File: config.mk
export PLATFORM = sky130hd
export DESIGN_NAME = icef_capture
export DESIGN_NICKNAME = d
export VERILOG_FILES = /design/src/core/icef_pkg.sv /design/src/core/icef_capture.sv
export SDC_FILE = /design/constraint.sdc
export NUM_CORES = 1
export LEC_CHECK = 0
export ABC_CLOCK_PERIOD_IN_PS = 3400
export BUFFER_PORTS_ARGS = -buffer_cell sky130_fd_sc_hd__buf_2
export CAP_MARGIN = 20
export CORE_MARGIN = 5
export CORE_UTILIZATION = 55
export CTS_CLUSTER_DIAMETER = 30
export DETAILED_ROUTE_END_ITERATION = 10
export PLACE_DENSITY = 0.83
export SLEW_MARGIN = 20
export SYNTH_ARGS = -nofsm -noshare
export SYNTH_HDL_FRONTEND = slang
export SYNTH_SLANG_ARGS = --single-unit
File: constraint.sdc
create_clock -name clk -period 3.4 [get_ports clk]
set_input_delay 0.17 -clock clk [delete_from_list [all_inputs] [get_ports clk]]
set_output_delay 0.17 -clock clk [all_outputs]
set_load 0.02 [all_outputs]
File: src/core/icef_pkg.sv
// Package for the input capture event FIFO: register map, fields, modes, timing
package icef_pkg;
  // Register indices on the plain register port
  localparam logic [1:0] ADDR_CONTROL_ONE = 2'h0;  // capture_control_one
  localparam logic [1:0] ADDR_FIFO_PORT   = 2'h1;  // capture_fifo_port
  localparam logic [1:0] ADDR_IRQ_CTRL    = 2'h2;  // flag, enable, priority
  // Field positions in capture_control_one
  localparam int MODE_LSB   = 0;
  localparam int BNE_BIT    = 3;
  localparam int OV_BIT     = 4;
  localparam int CPI_LSB    = 5;
  localparam int SIDL_BIT   = 13;
  // Field positions in the interrupt control register
  localparam int IRQF_BIT   = 0;
  localparam int IRQE_BIT   = 1;
  localparam int PRIO_LSB   = 2;
  // Reset values
  localparam logic [2:0] MODE_RST = 3'h0;
  localparam logic [1:0] CPI_RST  = 2'h0;
  localparam logic [2:0] PRIO_RST = 3'h0;
  // Prescale targets
  localparam logic [3:0] PRE_FOUR    = 4'h3;
  localparam logic [3:0] PRE_SIXTEEN = 4'hf;
  // Flag delay after the buffer write, in instruction cycles
  localparam int IRQ_DELAY_CYC = 2;

  typedef enum logic [2:0] {
    ICEF_OFF     = 3'b000,
    ICEF_BOTH    = 3'b001,
    ICEF_FALL    = 3'b010,
    ICEF_RISE    = 3'b011,
    ICEF_PRE4    = 3'b100,
    ICEF_PRE16   = 3'b101,
    ICEF_DISABLE = 3'b110,
    ICEF_SLEEPIRQ = 3'b111
  } icef_mode_t;

  typedef struct packed {
    logic        stop_in_idle;
    logic [1:0]  captures_per_interrupt;
    icef_mode_t  capture_mode_select;
  } icef_cfg_t;
endpackage : icef_pkg

File: src/core/icef_capture.sv
// Input capture channel with four-entry event FIFO and interrupt logic
//
// Implementation choices: the address-and-strobe port and the placing of the registers.
`timescale 1ns/1ns
//////////////////////////////////////////////////////////////////////////////
// Behaviour
// - Mode off or reset clears the edge prescaler counter.
// - Switching between active modes keeps the prescaler count.
// - Both-edges mode captures every edge without the prescaler.
// - Both-edges mode flags every capture, ignoring captures-per-interrupt.
// - Interrupt flag rises two cycles after the buffer write.
// - Pin edges are synchronised, then the timer value is written.
// - Stored value is the timer two to three counts after the edge.
// - Mode off clears overflow and empties the FIFO.
// - Buffer-not-empty sets on first capture, clears when all read.
// - Four entries; reads shift remaining entries forward.
// - Capture into full buffer sets overflow, is dropped, no interrupt.
// - Fourth read, mode off or reset clears overflow.
// - Overflow only in capture modes, full, capture, not idle-stopped sleep mode.
// - Count zero or both-edges: interrupts continue, overflow stays clear.
// - Count zero makes the channel an external interrupt input.
// - Interrupt after field value plus one buffer writes, field bits 6:5.
// - Otherwise no interrupts while overflow persists.
// - Buffer becoming empty resets the interrupt event counter.
// - Sleep-interrupt mode: rising edge wakes device, raises enabled interrupt.
// - Other modes never wake from Sleep.
// - Stop-in-idle bit 13: clear runs in Idle, set behaves as Sleep.
// - Code 011 captures rising, 010 falling, no prescaler.
// - Codes 100 and 101 capture every fourth or sixteenth rising edge.
// - Port reads return the oldest FIFO entry.
module icef_capture #(
  parameter int TW    = 16,
  parameter int DEPTH = 4
) (
  input  wire logic           clk,
  input  wire logic           rst_b,
  input  wire logic           capture_input_pin,
  input  wire logic [TW-1:0]  timer_count,
  input  wire logic           sleep_mode,
  input  wire logic           idle_mode,
  input  wire logic [2:0]     cpu_priority,
  input  wire logic [1:0]     reg_addr,
  input  wire logic [15:0]    reg_wdata,
  input  wire logic           reg_wr,
  input  wire logic           reg_rd,
  output logic      [15:0]    reg_rdata,
  output logic                capture_irq,
  output logic                wake_request
);
  localparam int CW = $clog2(DEPTH + 1);
  localparam logic [CW-1:0] FULL_CNT = CW'(DEPTH);
  localparam logic [CW-1:0] ZERO_CNT = '0;
  localparam logic [CW-1:0] ONE_CNT  = CW'(1);
  localparam int IRQ_DELAY_W = icef_pkg::IRQ_DELAY_CYC;

  // Fill counter has one spare code so full and empty differ
  // Flag delay line length follows the package timing count
  // Overflow read counter shares the fill width, so depth may grow
  // Timer words wider than the port are cut to their low 16 bits on read

  //////////////////////////////////////////////////////////////////////////
  // Pin synchroniser; first stage read only by the second
  // The pin is asynchronous, so two flops guard against metastability
  // A third flop keeps the previous settled level for edge detection
  // All three reset low to match an idle low pin: no false edge
  // Latency is fixed, so capture spacing equals edge spacing
  logic sync_a;
  logic sync_b;
  logic pin_prev;
  always_ff @(posedge clk or negedge rst_b) begin
    if (!rst_b) begin
      sync_a   <= 1'b0;
      sync_b   <= 1'b0;
      pin_prev <= 1'b0;
    end else begin
      sync_a   <= capture_input_pin;
      sync_b   <= sync_a;
      pin_prev <= sync_b;
    end
  end

  //////////////////////////////////////////////////////////////////////////
  // State declarations
  // Every group has a next_ value built in one combinational block
  // and registered in the single clocked block further down
  // FIFO storage is plain flops; entry 0 is always the oldest
  icef_pkg::icef_cfg_t      cfg, next_cfg;
  logic                     irq_en, next_irq_en;
  logic [2:0]               irq_prio, next_irq_prio;
  logic                     irq_flag, next_irq_flag;
  logic [3:0]               pre_cnt, next_pre_cnt;
  logic [TW-1:0]            fifo [DEPTH];
  logic [TW-1:0]            next_fifo [DEPTH];
  logic [CW-1:0]            fill, next_fill;
  logic                     ovf, next_ovf;
  logic [1:0]               ev_cnt, next_ev_cnt;
  logic [CW-1:0]            ovf_reads, next_ovf_reads;
  logic [IRQ_DELAY_W-1:0]   irq_pipe, next_irq_pipe;
  logic                     wake, next_wake;
  logic [15:0]              rdata, next_rdata;

  //////////////////////////////////////////////////////////////////////////
  // Event qualification
  // Turns settled pin edges into capture events for the current mode
  // Prescaled modes only fire on the rising edge that ends a count
  // Sleep or stopped Idle freezes every mode but sleep-interrupt
  // Overflow is judged here so the write path sees one clean decision
  // Hazard: a capture and a mode-off write in one cycle; off wins below
  logic rise, fall, stopped, capture_ev, pre_hit;
  logic do_write, do_ovf, want_irq, rd_fifo, mode_off_wr;
  icef_pkg::icef_mode_t mode;
  always_comb begin
    mode    = cfg.capture_mode_select;
    rise    = sync_b & ~pin_prev;
    fall    = ~sync_b & pin_prev;
    // Idle with stop set behaves as Sleep
    stopped = sleep_mode | (idle_mode & cfg.stop_in_idle);
    pre_hit = 1'b0;
    capture_ev = 1'b0;
    case (mode)
      icef_pkg::ICEF_BOTH:  capture_ev = rise | fall;
      icef_pkg::ICEF_FALL:  capture_ev = fall;
      icef_pkg::ICEF_RISE:  capture_ev = rise;
      icef_pkg::ICEF_PRE4: begin
        pre_hit    = rise & (pre_cnt[1:0] == icef_pkg::PRE_FOUR[1:0]);
        capture_ev = pre_hit;
      end
      icef_pkg::ICEF_PRE16: begin
        pre_hit    = rise & (pre_cnt == icef_pkg::PRE_SIXTEEN);
        capture_ev = pre_hit;
      end
      icef_pkg::ICEF_SLEEPIRQ: capture_ev = rise;
      default:              capture_ev = 1'b0;
    endcase
    // Sleep stops the clocked capture path except in sleep-interrupt mode
    if (stopped && mode != icef_pkg::ICEF_SLEEPIRQ) begin
      capture_ev = 1'b0;
    end
    rd_fifo     = reg_rd && reg_addr == icef_pkg::ADDR_FIFO_PORT && fill != ZERO_CNT;
    mode_off_wr = reg_wr && reg_addr == icef_pkg::ADDR_CONTROL_ONE &&
                  reg_wdata[icef_pkg::MODE_LSB +: 3] == 3'h0;
    // Sleep-interrupt mode while stopped: value is invalid, nothing stored
    do_write = capture_ev && fill != FULL_CNT && !ovf &&
               !(stopped && mode == icef_pkg::ICEF_SLEEPIRQ);
    do_ovf   = capture_ev && fill == FULL_CNT &&
               mode != icef_pkg::ICEF_BOTH &&
               cfg.captures_per_interrupt != 2'h0 &&
               !(stopped && mode == icef_pkg::ICEF_SLEEPIRQ);
  end

  //////////////////////////////////////////////////////////////////////////
  // Next-state logic
  // Order matters: read, then write, then flag, then mode off
  // Later assignments override earlier ones, so mode off beats the read and write paths
  // and a hardware flag set beats a software clear
  // Read and write may share a cycle; the read shifts first, but a full buffer still drops the write
  always_comb begin
    next_cfg       = cfg;
    next_irq_en    = irq_en;
    next_irq_prio  = irq_prio;
    next_irq_flag  = irq_flag;
    next_pre_cnt   = pre_cnt;
    next_fill      = fill;
    next_ovf       = ovf;
    next_ev_cnt    = ev_cnt;
    next_ovf_reads = ovf_reads;
    next_wake      = 1'b0;
    next_rdata     = 16'h0000;
    for (int i = 0; i < DEPTH; i++) begin
      next_fifo[i] = fifo[i];
    end
    want_irq = 1'b0;

    // Prescaler counts rising edges, unchanged across active mode changes
    // Limitation: a leftover count may make the first capture early
    // Counting is held while stopped so Sleep never advances it
    if ((mode == icef_pkg::ICEF_PRE4 || mode == icef_pkg::ICEF_PRE16) && rise && !stopped) begin
      next_pre_cnt = pre_hit ? 4'h0 : pre_cnt + 4'h1;
    end

    // Read path: oldest entry out, rest shift forward
    // Shifting costs muxes but keeps the output always at entry 0
    // An empty read moves nothing; its data is stale by design
    // While overflowed, the fourth read clears the condition
    if (rd_fifo) begin
      for (int i = 0; i < DEPTH - 1; i++) begin
        next_fifo[i] = fifo[i+1];
      end
      next_fill = fill - ONE_CNT;
      if (ovf) begin
        next_ovf_reads = ovf_reads + ONE_CNT;
        if (ovf_reads == FULL_CNT - ONE_CNT) begin
          next_ovf       = 1'b0;
          next_ovf_reads = ZERO_CNT;
        end
      end
    end

    // Write path; a read in the same cycle shifts first but does not make room in a full buffer
    // Index uses the fill after any read so no entry is skipped
    // Event counter counts stored words only
    // Count zero and both-edges modes flag every event,
    // even when the word itself cannot be stored
    if (do_write) begin
      next_fifo[next_fill[CW-2:0]] = timer_count;
      next_fill = next_fill + ONE_CNT;
      if (mode == icef_pkg::ICEF_BOTH || cfg.captures_per_interrupt == 2'h0) begin
        want_irq = 1'b1;
      end else if (ev_cnt == cfg.captures_per_interrupt) begin
        want_irq    = 1'b1;
        next_ev_cnt = 2'h0;
      end else begin
        next_ev_cnt = ev_cnt + 2'h1;
      end
    end else if (capture_ev && (mode == icef_pkg::ICEF_BOTH ||
                 cfg.captures_per_interrupt == 2'h0)) begin
      want_irq = 1'b1;
    end
    if (do_ovf) begin
      next_ovf = 1'b1;
    end

    // Sleep-interrupt mode: rising edge wakes and interrupts
    // No timer is needed here; nothing is stored while stopped
    // Priority must beat the CPU level for the flag to rise
    if (mode == icef_pkg::ICEF_SLEEPIRQ && rise && stopped) begin
      next_wake = irq_en;
      want_irq  = irq_en && irq_prio > cpu_priority;
    end

    // Empty buffer realigns the event count
    // Keeps the interrupt cadence tied to what the FIFO holds
    if (next_fill == ZERO_CNT) begin
      next_ev_cnt = 2'h0;
    end

    // Register writes
    // Status bits are read-only; writes to them are dropped
    // Flag bit: writing zero clears, writing one does nothing
    // Unmapped address three is ignored entirely
    if (reg_wr && reg_addr == icef_pkg::ADDR_CONTROL_ONE) begin
      next_cfg.capture_mode_select    = icef_pkg::icef_mode_t'(reg_wdata[icef_pkg::MODE_LSB +: 3]);
      next_cfg.captures_per_interrupt = reg_wdata[icef_pkg::CPI_LSB +: 2];
      next_cfg.stop_in_idle           = reg_wdata[icef_pkg::SIDL_BIT];
    end
    if (reg_wr && reg_addr == icef_pkg::ADDR_IRQ_CTRL) begin
      next_irq_en   = reg_wdata[icef_pkg::IRQE_BIT];
      next_irq_prio = reg_wdata[icef_pkg::PRIO_LSB +: 3];
      if (!reg_wdata[icef_pkg::IRQF_BIT]) begin
        next_irq_flag = 1'b0;
      end
    end
    // Delayed flag set wins over a software clear
    // Losing the set would drop an interrupt silently
    if (irq_pipe[IRQ_DELAY_W-1]) begin
      next_irq_flag = 1'b1;
    end

    // Mode off clears the prescaler, overflow and FIFO
    // Acts both on the write itself and while the mode stays off,
    // so a capture in the write cycle cannot slip into the buffer
    // FIFO words are not wiped; emptiness is carried by the fill count
    if (mode_off_wr || mode == icef_pkg::ICEF_OFF) begin
      next_pre_cnt   = 4'h0;
      next_fill      = ZERO_CNT;
      next_ovf       = 1'b0;
      next_ovf_reads = ZERO_CNT;
      next_ev_cnt    = 2'h0;
      want_irq       = 1'b0;
    end

    next_irq_pipe = {irq_pipe[IRQ_DELAY_W-2:0], want_irq};

    // Read data: one cycle after the strobe
    // Zero outside that cycle, so the port never shows old data
    // Status reflects state before any same-cycle update
    // Unused bits read as zero
    if (reg_rd) begin
      case (reg_addr)
        icef_pkg::ADDR_CONTROL_ONE: begin
          next_rdata[icef_pkg::MODE_LSB +: 3] = cfg.capture_mode_select;
          next_rdata[icef_pkg::BNE_BIT]       = fill != ZERO_CNT;
          next_rdata[icef_pkg::OV_BIT]        = ovf;
          next_rdata[icef_pkg::CPI_LSB +: 2]  = cfg.captures_per_interrupt;
          next_rdata[icef_pkg::SIDL_BIT]      = cfg.stop_in_idle;
        end
        icef_pkg::ADDR_FIFO_PORT: next_rdata = 16'(fifo[0]);
        icef_pkg::ADDR_IRQ_CTRL: begin
          next_rdata[icef_pkg::IRQF_BIT]      = irq_flag;
          next_rdata[icef_pkg::IRQE_BIT]      = irq_en;
          next_rdata[icef_pkg::PRIO_LSB +: 3] = irq_prio;
        end
        default: next_rdata = 16'h0000;
      endcase
    end
  end

  //////////////////////////////////////////////////////////////////////////
  // State registers
  // Asynchronous reset loads constants only
  // Reset clears prescaler, FIFO fill, overflow and both counters
  // FIFO words are cleared too, though software must not rely on them
  always_ff @(posedge clk or negedge rst_b) begin
    if (!rst_b) begin
      cfg.capture_mode_select    <= icef_pkg::ICEF_OFF;
      cfg.captures_per_interrupt <= icef_pkg::CPI_RST;
      cfg.stop_in_idle           <= 1'b0;
      irq_en    <= 1'b0;
      irq_prio  <= icef_pkg::PRIO_RST;
      irq_flag  <= 1'b0;
      pre_cnt   <= 4'h0;
      fill      <= ZERO_CNT;
      ovf       <= 1'b0;
      ev_cnt    <= 2'h0;
      ovf_reads <= ZERO_CNT;
      irq_pipe  <= '0;
      wake      <= 1'b0;
      rdata     <= 16'h0000;
      for (int i = 0; i < DEPTH; i++) begin
        fifo[i] <= '0;
      end
    end else begin
      cfg       <= next_cfg;
      irq_en    <= next_irq_en;
      irq_prio  <= next_irq_prio;
      irq_flag  <= next_irq_flag;
      pre_cnt   <= next_pre_cnt;
      fill      <= next_fill;
      ovf       <= next_ovf;
      ev_cnt    <= next_ev_cnt;
      ovf_reads <= next_ovf_reads;
      irq_pipe  <= next_irq_pipe;
      wake      <= next_wake;
      rdata     <= next_rdata;
      for (int i = 0; i < DEPTH; i++) begin
        fifo[i] <= next_fifo[i];
      end
    end
  end

  //////////////////////////////////////////////////////////////////////////
  // Outputs straight from flops
  // No logic between the registers and the ports,
  // so the outputs are glitch-free
  // The interrupt output is the flag itself, a level
  always_comb begin
    reg_rdata    = rdata;
    capture_irq  = irq_flag;
    wake_request = wake;
  end
endmodule : icef_capture

## Yosys cells after proc, flatten, opt, wreduce, memory -nomap -nowiden

Index checks and enable logic that the tools add are counted.

| cells by class | value |
|---|---|
| add/sub/neg operators | 5 |
| order comparisons | 3 |
| eq/ne operators | 18 |
| mux-type cells | 44 |
| bitwise operators | 10 |
| reductions and logical operators | 44 |

Operator list:

| kind | number |
|---|---|
| $bwmux W64 | 1 |
| $mux W64 | 1 |
| $mux W48 | 1 |
| $demux W16 S2 | 1 |
| $mux W16 | 2 |
| $logic_and A1 B1 Y1 | 21 |
| $mux W3 | 7 |
| $mux W1 | 16 |
| $pmux W5 S3 | 1 |
| $eq A3 B3 Y1 const B | 4 |
| $mux W2 | 6 |
| $mux W4 | 3 |
| $reduce_bool A2 Y1 | 5 |
| $eq A3 B2 Y1 const B | 3 |
| $logic_not A3 Y1 | 3 |
| $reduce_bool A3 Y1 | 3 |
| $add A3 B1 Y3 const B | 2 |
| $mux W6 | 1 |
| $ne A3 B1 Y1 const B | 2 |
| $ne A3 B3 Y1 const B | 2 |
| $reduce_and A2 Y1 | 3 |
| $and A1 B1 Y1 | 5 |
| $pmux W1 S5 | 1 |
| $add A4 B1 Y4 const B | 1 |
| 20 further kinds | 29 |

| word-level totals | value |
|---|---|
| register bits after elaboration | 110 |
| input port bits | 44 |
| output and inout bits | 18 |
| logic and storage cells | 145 |

## Logic depth before layout (Yosys ltp)

Gate-level depths: netlist of the first run.

| depth | value |
|---|---|
| depth after elaboration | 12 |
| depth in mapped cells | 12 |
| mapped depth without buffers | 10 |

## Worst setup path before layout of the first run

Ideal clock, no wire load.

| path | value |
|---|---|
| path kind | register to register |
| start point | register fill[0] |
| end point | register fifo[32] (netlist name) |
| setup time | 0.125 ns |
| arrival | 2.460 ns |
| required time | 3.275 ns |
| path slack | 0.816 ns |
| cell stages (with the launch flop) | 13 |
| buffers on the path | 3 |
| clock period less this slack | 2.584 ns |
| cell sequence | dfrtp_1 > inv_1 > ha_1 > nand2b_1 > and2_1 > buf_2 > buf_1 > a21oi_1 > inv_1 > ha_1 > nand3_2 > buf_4 > mux2_2 |

RTL lines:

| what | RTL line | RTL |
|---|---|---|
| start: declaration | icef_capture.sv:94 | `logic [CW-1:0] fill, next_fill;` |
| start signal: assignment | icef_capture.sv:328 | `fill <= next_fill;` |
| end signal: indexed assignment | icef_capture.sv:336 | `fifo[i] <= next_fifo[i];` |
| end: declaration | icef_capture.sv:92 | `logic [TW-1:0] fifo [DEPTH];` |

==> flow_metrics.py, run 1 <==
metrics = {
    "sta": {
        "worst-slew-pin-transition_ps": 794,
        "min_period_over_period": 0.777,
        "slew_viol_final": 0,
        "post-route-worst-setup-slack_ps": 758,
        "unrepaired_setup_endpoints_after_global_routing": "false",
        "clock_skew_ps": 17.8,
        "finalCriticalPeriod_ps": 2640,
        "clock.fmax_mhz": 379,
        "timing.slew.headroom": 0.471,
        "timing.final.setup_violations": 0,
        "setup-tns-final_ps": 0,
        "hold_viol": 0,
    },
    "clock_network": {
        "tritoncts.num_buffers": 9,
        "ctsHtreeMaxLevel": 3,
        "path_clk_slew_ps": 110,
        "worstSkewPairLatency_ps": 380,
        "clkSinkCount": 110,
        "clk_root_buffer_cell": "clkbuf_8",
        "cts_resized": 0,
        "clock_path_buffers": 2,
        "cts_setup_buffers": 0,
        "cts_tree": "done",
    },
    "logic_synthesis": {
        "synth.area.top_cells": "dfrtp_1, mux2_2, mux2_4, ha_1, mux2i_1",
        "syn_area_um2": 5500,
        "synth-warning-count": 0,
        "synthFlopType": "dfrtp_1",
        "synth_enable_flop_cells": 0,
        "cell_type_contributing_the_most_total_cell_area_after_synthesis": "dfrtp_1",
        "syn_nets": 482,
        "postSynth.asyncResetShare": 1.00,
        "synth.distinct_cells": 54,
        "synth_top_cell_area_share": 0.500,
        "synthesis.area_per_instance_um2": 12.9,
        "synth.ff_latch_count": 110,
        "syn_inst": 425,
        "synth.yosys.seq_area_share": 0.500,
    },
    "detailed_routing": {
        "post_drt_wl_per_cell_um": 16.8,
        "detail_route.iter0.violations": 96,
        "drt_drc_violations_left": 0,
        "detail_route.first_pass.iterations": 4,
        "post_drt_antenna_nets": 0,
        "detail_route.wirelength_um": 10300,
        "routedLengthMet1_um": 4360,
        "routed.top_layer": "met4",
        "met2_wirelength_um": 5200,
        "routed-via-count": 3462,
        "routed_via_density": 5.61,
        "route.met3.wl_um": 632,
    },
    "worst_setup_path": {
        "cp.arrival_ps": 2910,
        "cpLargestDelayFamily": "simple AND/OR/NAND/NOR gates",
        "critical_path_start_type": "flop",
        "critical-path-max-stage-delay_ps": 410,
        "timing.critical_path.fanout_max": 12,
        "data_required_time_at_the_worst_endpoint_ps": 3670,
        "worstPathBufferInverterCount": 3,
        "category_of_the_worst_setup_path_capture_point": "flop",
        "cp_slowest_cell": "dfrtp_1",
        "ff2ff_path_depth": 10,
        "kind_of_critical_path": "flop to flop",
        "path_depth": 10,
        "crit_path_cell_trace": "inv_1 > ha_1 > nand2b_1 > and2_2 > a21oi_1 > inv_1 > ha_1 > nand3_2 > buf_4 > mux2_2",
    },
    "power": {
        "p_leak_nw": 3.09,
        "irDropWorstVdd_mv": 0.438,
        "power.density_nw_per_um2": 640,
    },
    "cells_and_area": {
        "num_antenna_cells": 0,
        "layout.cells.most_common_list": "dfrtp_1, mux2_2, buf_2",
        "fin_nets": 536,
        "mostFrequentLayoutCell": "dfrtp_1",
        "area_growth_pct": 11.6,
        "final_layout_size_suffix_gt1_frac": 0.436,
    },
    "die": {
        "floorplan.initialDensity": 0.563,
        "num_rows": 36,
        "ios": 62,
        "core_um2": 9770,
        "die_area_um2": 12100,
        "dieHeight_um": 110,
        "dieWidth_um": 110,
    },
    "grt": {
        "grt_util_all_layers": 0.185,
        "initial_antenna_violation_count": 0,
        "global_route_wire_length_before_repair_um": 17400,
        "grt_start_max_net_pins": 64,
        "grt_remaining_overflow": 0,
        "via_count_of_the_first_global_routing_pass": 3614,
    },
    "outcome": {
        "outcome": "finished, final reports clean",
    },
    "placed_design": {
        "placement.io_buffers": 53,
        "detailed_place_hpwl_um": 7080,
        "finalWeightedCongestion": 0.803,
        "dp_worst_setup_slack_ps": 736,
    },
    "run": {
        "number_of_max_capacitance_violations_reported": 0,
    },
    "hold_path": {
        "whs_path_depth": 2,
        "min-delay-path-class": "primary input to flop",
    },
}
where the power goes:
part	leakage [nW]	switching, mW	total [mW]	internal, mW
logic	1.50	0.522	1.21	0.685
registers	1.47	0.209	1.86	1.65
clock network	0.117	0.491	0.865	0.373
path summary, 6_finish.rpt:
check | start | to | slack (ps)
min | reg_wdata[4] | irq_prio[2]$_DFFE_PN0P_ | 20
min in group asynchronous | rst_b | reg_rdata[0]$_DFF_PN0_ | 410
max reg2reg | fill[0]$_DFF_PN0_ | fifo[32]$_DFF_PN0_ | 760
max in group asynchronous | rst_b | reg_rdata[15]$_DFF_PN0_ | 2270
min reg2reg | sync_a$_DFF_PN0_ | sync_b$_DFF_PN0_ | 370
max | fill[0]$_DFF_PN0_ | fifo[32]$_DFF_PN0_ | 760
kinds of logic after synthesis:
logic type      count (synthesis)  synth area share
compound gates                 46            0.0580
xor+xnor                        3           0.00478
fa+ha+maj                      13            0.0296
buf+inv                        33            0.0302
flops                         110             0.500
mux                           133             0.283
simple gates                   87            0.0939
routing by layer:
layer	vias up	track usage
li1	1633	-
met1	1736	0.229
met5	-	0
met2	80	0.315
met4	0	0.0570
met3	13	0.0518
worst reg2reg max path, stage by stage, from the launching register on:
cell,delay (ps)
dfrtp_1,410
inv_1,130
ha_1,240
nand2b_1,170
and2_2,230
a21oi_1,290
inv_1,110
ha_1,200
nand3_2,140
buf_4,260
mux2_2,370
cell usage after synthesis, types with 2 or more instances:
library cell and count:
dfrtp_1 110, mux2_2 102, mux2_4 20, and2_1 17, nor2_1 17, inv_1 14, nand2_1 14, a21oi_1 13
ha_1 13, mux2i_1 11, o21ai_0 10, nand3_1 6, buf_1 5, nor3_1 5, buf_2 4, buf_6 4
clkbuf_1 4, nand2b_1 4, nand4_1 3, a211oi_1 2, a21o_1 2, a22oi_1 2, a32oi_1 2, buf_4 2
nand3_2 2, nand3_4 2, nand3b_1 2, nand4b_1 2, nor2b_1 2, nor3b_1 2, o31ai_1 2, or2_2 2
xor2_1 2
timing repair:
action	CTS	global route
hold endpoints to repair	63	0
setup endpoints to repair	0	0
hold buffers	2	0
stage by stage:
| stage | util | std cells | hold slack [ps] | power (mW) | area [µm²] |
|---|---|---|---|---|---|
| 5_1_grt | 0.628 | 617 | 3.06 | 4.18 | 6140 |
| 3_3_place_gp | 0.603 | 599 | 281 | 3.00 | 5890 |
| 3_5_place_dp | 0.603 | 599 | 283 | 3.09 | 5890 |
| 2_1_floorplan | - | 425 | -126 | 2.80 | 5500 |
| 6_report | 0.628 | 617 | 20.6 | 3.93 | 6140 |
| 4_1_cts | 0.628 | 617 | 6.69 | 3.97 | 6140 |
final cells by class:
cell class / instances / area [µm²]
inverter: 14 / 52.6
tap: 133 / 166
clock buffer: 9 / 124
sequential: 110 / 2750
multi-input combinational: 282 / 2580
clock inverter: 7 / 108
timing repair buffer: 62 / 353
fill: 761 / 3630
Power figures use the tool's default switching activity.
==> inputs of run 2 (changes only) <==
ABC_AREA = 1   (was default)
ABC_CLOCK_PERIOD_IN_PS = 2700   (was 3400)
clock period = 2.7 ns   (was 3.4 ns; I/O delays follow)
==> run 2 against run 1 <==
Sequential power rose by 30%. First-iteration DRC count rose by 140%. Core utilization rose by 0.33 points. Clock-buffer cell count did not move. Die area fell by 0.85%. Sequential share of layout area barely moved. Flip-flop and latch count did not move. Final area barely moved. Register-to-register slack got worse by 260 ps. Critical endpoint is now fifo[50]$_DFF_PN0_.
==> flow_metrics.py, run 2 <==
metrics = {
    "outcome": {
        "outcome": "finished, final reports clean",
    },
    "grt": {
        "grt_start_max_net_pins": 111,
        "groute.layer.met3.usage": 0.0341,
        "grt-busiest-layer": "met2",
        "grt_remaining_overflow": 0,
        "via_count_of_the_first_global_routing_pass": 4530,
        "global_route_wire_length_before_repair_um": 19500,
        "global_route.usage.met2": 0.366,
        "initial_antenna_violation_count": 0,
        "grt_util_all_layers": 0.203,
        "global_route.usage.met1": 0.245,
    },
    "worst_setup_path": {
        "kind_of_critical_path": "flop to flop",
        "critical-path-max-stage-delay_ps": 390,
        "worstPathBufferInverterCount": 5,
        "critical_path_start_type": "flop",
        "cpLargestDelayFamily": "buffers and inverters",
        "data_required_time_at_the_worst_endpoint_ps": 2970,
        "timing.critical_path.mode_cell": "inv_1",
        "category_of_the_worst_setup_path_capture_point": "flop",
        "r2r_slack_ps": 490,
        "crit_path_cell_trace": "inv_1 > ha_1 > inv_1 > nor2_1 > nor2_4 > nand2_1 > nand2_1 > inv_1 > ha_1 > inv_1 > nor2_2 > buf_4 > nand2_1 > o21a_1",
        "cp_slowest_cell": "dfrtp_1",
        "timing.critical_path.fanout_max": 32,
        "cp.arrival_ps": 2470,
    },
    "logic_synthesis": {
        "synth_top_cell_area_share": 0.505,
        "syn_nets": 718,
        "synth.area.top_cells": "dfrtp_1, nand2_1, o21a_1, inv_1, o21ai_0",
        "synth_enable_flop_cells": 0,
        "post-synth-top-count-cell": "nand2_1",
        "postSynth.asyncResetShare": 1.00,
        "synth.yosys.seq_area_share": 0.505,
        "synth_commonest_cells": "nand2_1, dfrtp_1, inv_1, o21ai_0, o21a_1",
        "synthesis.area_per_instance_um2": 8.25,
        "syn_inst": 661,
        "synth.ff_latch_count": 110,
        "cell_type_contributing_the_most_total_cell_area_after_synthesis": "dfrtp_1",
        "synthFlopType": "dfrtp_1",
        "synth-warning-count": 0,
        "synth.distinct_cells": 34,
        "syn_area_um2": 5450,
    },
    "sta": {
        "worst-slew-pin-transition_ps": 589,
        "hold_viol": 0,
        "clock_skew_ps": 21.2,
        "slew_viol_final": 0,
        "finalCriticalPeriod_ps": 2210,
        "unrepaired_setup_endpoints_after_global_routing": "false",
        "setup-tns-final_ps": 0,
        "post-route-worst-setup-slack_ps": 495,
        "timing.final.setup_violations": 0,
        "min_period_over_period": 0.817,
        "timing.slew.headroom": 0.607,
        "clock.fmax_mhz": 453,
    },
    "detailed_routing": {
        "detail_route.first_pass.iterations": 4,
        "post_drt_wl_per_cell_um": 13.2,
        "routed_via_density": 5.11,
        "post_drt_antenna_nets": 0,
        "routed-via-count": 4383,
        "detail_route.wirelength_um": 11300,
        "drt_drc_violations_left": 0,
        "detail_route.iter0.violations": 235,
    },
    "clock_network": {
        "worstSkewPairLatency_ps": 390,
        "clk_root_buffer_cell": "clkbuf_8",
        "cts_resized": 0,
        "post_cts_hold_buffer_count": 7,
        "clkSinkCount": 110,
        "ctsHtreeMaxLevel": 3,
        "cts_setup_buffers": 0,
        "path_clk_slew_ps": 110,
        "clock_path_buffers": 2,
        "cts_tree": "done",
        "tritoncts.num_buffers": 9,
    },
    "die": {
        "dieHeight_um": 110,
        "floorplan.initialDensity": 0.560,
        "num_rows": 36,
        "core_um2": 9730,
        "dieWidth_um": 110,
        "ios": 62,
        "die_area_um2": 12000,
    },
    "cells_and_area": {
        "final_layout_size_suffix_gt1_frac": 0.142,
        "layout.cells.most_common_list": "nand2_1, dfrtp_1, inv_1",
        "fin_nets": 776,
        "area_growth_pct": 12.7,
        "mostFrequentLayoutCell": "nand2_1",
        "fillers": 818,
        "num_antenna_cells": 0,
    },
    "power": {
        "cellInternalPower_mw": 3.17,
        "power.switching_fraction": 0.357,
        "irDropWorstVdd_mv": 0.357,
        "combPwrFrac": 0.303,
        "p_leak_nw": 3.09,
        "power.sequential.fraction": 0.490,
        "p_switching_mw": 1.77,
        "power.density_nw_per_um2": 804,
        "clockPowerShare": 0.208,
    },
    "placed_design": {
        "dp_worst_setup_slack_ps": 502,
        "detailed_place_hpwl_um": 7690,
        "finalWeightedCongestion": 0.836,
        "placement.io_buffers": 53,
    },
    "run": {
        "number_of_max_capacitance_violations_reported": 0,
    },
    "hold_path": {
        "min-delay-path-class": "primary input to flop",
    },
}
-- run 2: logic make-up (layout without fill, tap and decap cells) --
family / count (synthesis) / in the layout / synth area share
fa+ha+maj: 13 / 13 / 0.0298
buf+inv: 109 / 172 / 0.0801
flops: 110 / 110 / 0.505
mux: 3 / 3 / 0.00597
simple gates: 296 / 296 / 0.230
xor+xnor: 5 / 5 / 0.00803
compound gates: 125 / 125 / 0.142
-- run 2: power groups by stage --
stage / Combinational, mW / Sequential, mW / Clock (mW)
finish: 1.50 / 2.42 / 1.03
global route: 1.72 / 2.48 / 1.11
CTS: 1.50 / 2.41 / 1.05
detailed placement: 1.48 / 2.45 / 0
global placement: 1.38 / 2.42 / 0
floorplan: 1.13 / 2.41 / 0
-- run 2: worst paths after layout --
kind / start / endpoint / cells after the start
min: reg_wdata[1] / mode[1]$_DFFE_PN0P_ / 3
max reg2reg: fill[0]$_DFF_PN0_ / fifo[50]$_DFF_PN0_ / 14
max: fill[0]$_DFF_PN0_ / fifo[50]$_DFF_PN0_ / 14
max in group asynchronous: rst_b / reg_rdata[12]$_DFF_PN0_ / 3
min in group asynchronous: rst_b / reg_rdata[11]$_DFF_PN0_ / 3
min reg2reg: irq_pipe[0]$_DFF_PN0_ / irq_pipe[1]$_DFF_PN0_ / 0
-- run 2: tightest hold or removal path: cells and delay by family --
kind	cells	cell delay, ps
buf+inv	1	110
simple gates	1	60
compound gates	1	60
-- run 2: routing by layer --
metal | vias up | part of all wire
li1 | 2189 | -
met1 | 2069 | 0.45
met2 | 109 | 0.49
met3 | 16 | 0.049
met4 | 0 | 0.015
met5 | - | 0
-- run 2: cell type report --
class / count / area [µm²] / share of cell area
Clock inverter: 7 / 91.3 / 0.0149
Inverter: 86 / 323 / 0.0525
Multi-Input combinational cell: 442 / 2260 / 0.368
Sequential cell: 110 / 2750 / 0.448
Timing Repair Buffer: 70 / 425 / 0.0692
Tap cell: 133 / 166 / 0.0271
Clock buffer: 9 / 124 / 0.0202
-- run 2: through the flow --
step                power [mW]  std cells  instance area (µm²)  hold slack, ps  utilization
floorplan                 3.54        661                 5450            -161            -
detailed placement        3.93        834                 5860             245        0.602
global placement          3.81        834                 5860             247        0.602
CTS                       4.96        857                 6140            14.6        0.632
global route              5.31        857                 6140            12.3        0.632
finish                    4.94        857                 6140            18.1        0.632
==> inputs of run 3 (changes only) <==
ABC_CLOCK_PERIOD_IN_PS = 2200   (was 2700)
clock period = 2.2 ns   (was 2.7 ns; I/O delays follow)
==> run 3 against run 2 <==
Clock skew down 9.0 ps. Core utilization increased by 1.2 points. Non-clock buffer count is 5 higher. Combinational power is 29% higher. Critical path depth is 1 lower. Via count hardly changed.
==> flow_metrics.py, run 3 (synthesized netlist as in run 2, its figures left out) <==
metrics = {
    "sta": {
        "timing.slew.headroom": 0.557,
        "clock.fmax_mhz": 498,
        "setup-tns-final_ps": 0,
        "finalHoldWorstSlack_ps": 5.85,
        "finalCriticalPeriod_ps": 2010,
        "hold_viol": 0,
        "clock_skew_ps": 12.1,
        "slew_viol_final": 0,
        "timing.final.setup_violations": 0,
        "worst-slew-pin-transition_ps": 664,
        "min_period_over_period": 0.913,
    },
    "power": {
        "irDropWorstVdd_mv": 0.509,
        "p_leak_nw": 3.12,
        "power.density_nw_per_um2": 985,
    },
    "grt": {
        "initial_antenna_violation_count": 0,
        "via_count_of_the_first_global_routing_pass": 4243,
        "groute.layer.met3.usage": 0.0499,
        "grt-busiest-layer": "met2",
        "grt_start_max_net_pins": 54,
        "global_route.usage.met2": 0.337,
        "grt_remaining_overflow": 0,
        "grt_util_all_layers": 0.201,
        "global_route_wire_length_before_repair_um": 19000,
        "global_route.usage.met1": 0.262,
    },
    "worst_setup_path": {
        "startpoint": "fill[1]$_DFF_PN0_",
        "ff2ff_path_depth": 13,
        "cpLargestDelayFamily": "simple AND/OR/NAND/NOR gates",
        "timing.rr.end": "fifo[48]$_DFF_PN0_",
        "critical-path-max-stage-delay_ps": 380,
        "timing.critical_path.mode_cell": "nand2_1",
        "kind_of_critical_path": "flop to flop",
        "timing.critical_path.fanout_max": 16,
        "r2r_slack_ps": 190,
        "category_of_the_worst_setup_path_capture_point": "flop",
        "critical_path_start_type": "flop",
        "worstPathBufferInverterCount": 4,
        "critical_path.reg2reg.startpoint": "fill[1]$_DFF_PN0_",
        "cp.arrival_ps": 2280,
        "cp_slowest_cell": "dfrtp_1",
        "crit_path_cell_trace": "inv_2 > ha_4 > nand2_2 > nand3_4 > nand2_1 > nand2_1 > inv_2 > ha_1 > inv_1 > nor2_4 > buf_12 > nand2_1 > o21a_1",
        "data_required_time_at_the_worst_endpoint_ps": 2470,
    },
    "cells_and_area": {
        "final_layout_size_suffix_gt1_frac": 0.158,
        "stdcell_area_um2": 6260,
        "num_antenna_cells": 0,
        "layout.cells.most_common_list": "nand2_1, dfrtp_1, inv_1",
        "core_util_final": 0.644,
        "layoutNonFillerInstCount": 862,
        "fin_nets": 781,
        "area_growth_pct": 14.8,
        "mostFrequentLayoutCell": "nand2_1",
    },
    "detailed_routing": {
        "routed_via_density": 5.09,
        "detail_route.iter0.violations": 262,
        "routed-via-count": 4386,
        "drt_drc_violations_left": 0,
        "detail_route.first_pass.iterations": 4,
        "post_drt_wl_per_cell_um": 13.3,
        "post_drt_antenna_nets": 0,
        "detail_route.wirelength_um": 11400,
    },
    "die": {
        "floorplan.initialDensity": 0.560,
        "dieHeight_um": 110,
        "ios": 62,
        "die_area_um2": 12000,
        "dieWidth_um": 110,
        "num_rows": 36,
        "core_um2": 9730,
    },
    "hold_path": {
        "whs_path_depth": 3,
        "whs_endpoint": "mode[1]$_DFFE_PN0P_",
        "min-delay-path-class": "primary input to flop",
        "min_delay_startpoint": "reg_wdata[1]",
    },
    "clock_network": {
        "ctsHtreeMaxLevel": 3,
        "clk_root_buffer_cell": "clkbuf_8",
        "path_clk_slew_ps": 100,
        "cts_tree": "done",
        "worstSkewPairLatency_ps": 380,
        "clkSinkCount": 110,
        "clock_path_buffers": 2,
        "tritoncts.num_buffers": 9,
    },
    "outcome": {
        "outcome": "finished, final reports clean",
    },
    "placed_design": {
        "placed_cells": 834,
        "finalWeightedCongestion": 0.879,
        "placement.io_buffers": 53,
        "detailed_place_hpwl_um": 7740,
        "postPlaceCellArea_um2": 5900,
    },
    "run": {
        "number_of_max_capacitance_violations_reported": 0,
    },
}
[run 3: how the worst max path moves through the flow]
stage                            end  slack, ps  cells after the start
4_1_cts        ev_cnt[1]$_DFFE_PN0P_         40                     16
3_3_place_gp   ev_cnt[0]$_DFFE_PN0P_        160                     16
2_1_floorplan     fifo[20]$_DFF_PN0_        220                     13
6_report          fifo[48]$_DFF_PN0_        190                     13
5_1_grt        ev_cnt[1]$_DFFE_PN0P_         -4                     13
3_5_place_dp   ev_cnt[1]$_DFFE_PN0P_         70                     16
[run 3: where the power goes]
group	internal, mW	total (mW)	switching, mW	leakage [nW]
Sequential	2.64	2.98	0.337	1.45
Clock	0.551	1.26	0.710	0.105
Combinational	0.853	1.93	1.08	1.56
Total	4.04	6.17	2.12	3.12
[run 3: layer usage]
metal  vias to the layer above  share of wire
met5                         -              0
met4                         0          0.014
met3                        15          0.057
met2                       113           0.49
met1                      2067           0.44
li1                       2191              -
[run 3: repair_timing]
item | in CTS | in global routing
endpoints found under the setup margin | 0 | 50
resized for setup | 0 | 11
setup buffers | 0 | 3
hold buffers | 8 | 0
endpoints found under the hold margin | 57 | 0
[run 3: layout make-up]
class | instances | area, µm²
fillers | 798 | 3470
flip-flops and latches | 110 | 2750
multi-input cells | 442 | 2290
repair buffers | 75 | 520
inverters | 86 | 323
well taps | 133 | 166
clock buffers | 10 | 128
clock inverters | 6 | 78.8
[run 3: worst register-to-register path: cells and delay by family, from the launching register on]
family / cells / cell delay (ps)
flops: 1 / 380
fa+ha+maj: 2 / 310
compound gates: 1 / 110
simple gates: 6 / 690
buf+inv: 4 / 410
[run 3: per-stage QoR]
stage          power (mW)  setup slack [ps]
2_1_floorplan        4.34               219
3_3_place_gp         4.69               157
3_5_place_dp         4.83              67.8
4_1_cts              6.11              42.7
5_1_grt              6.65             -3.95
6_report             6.17               191
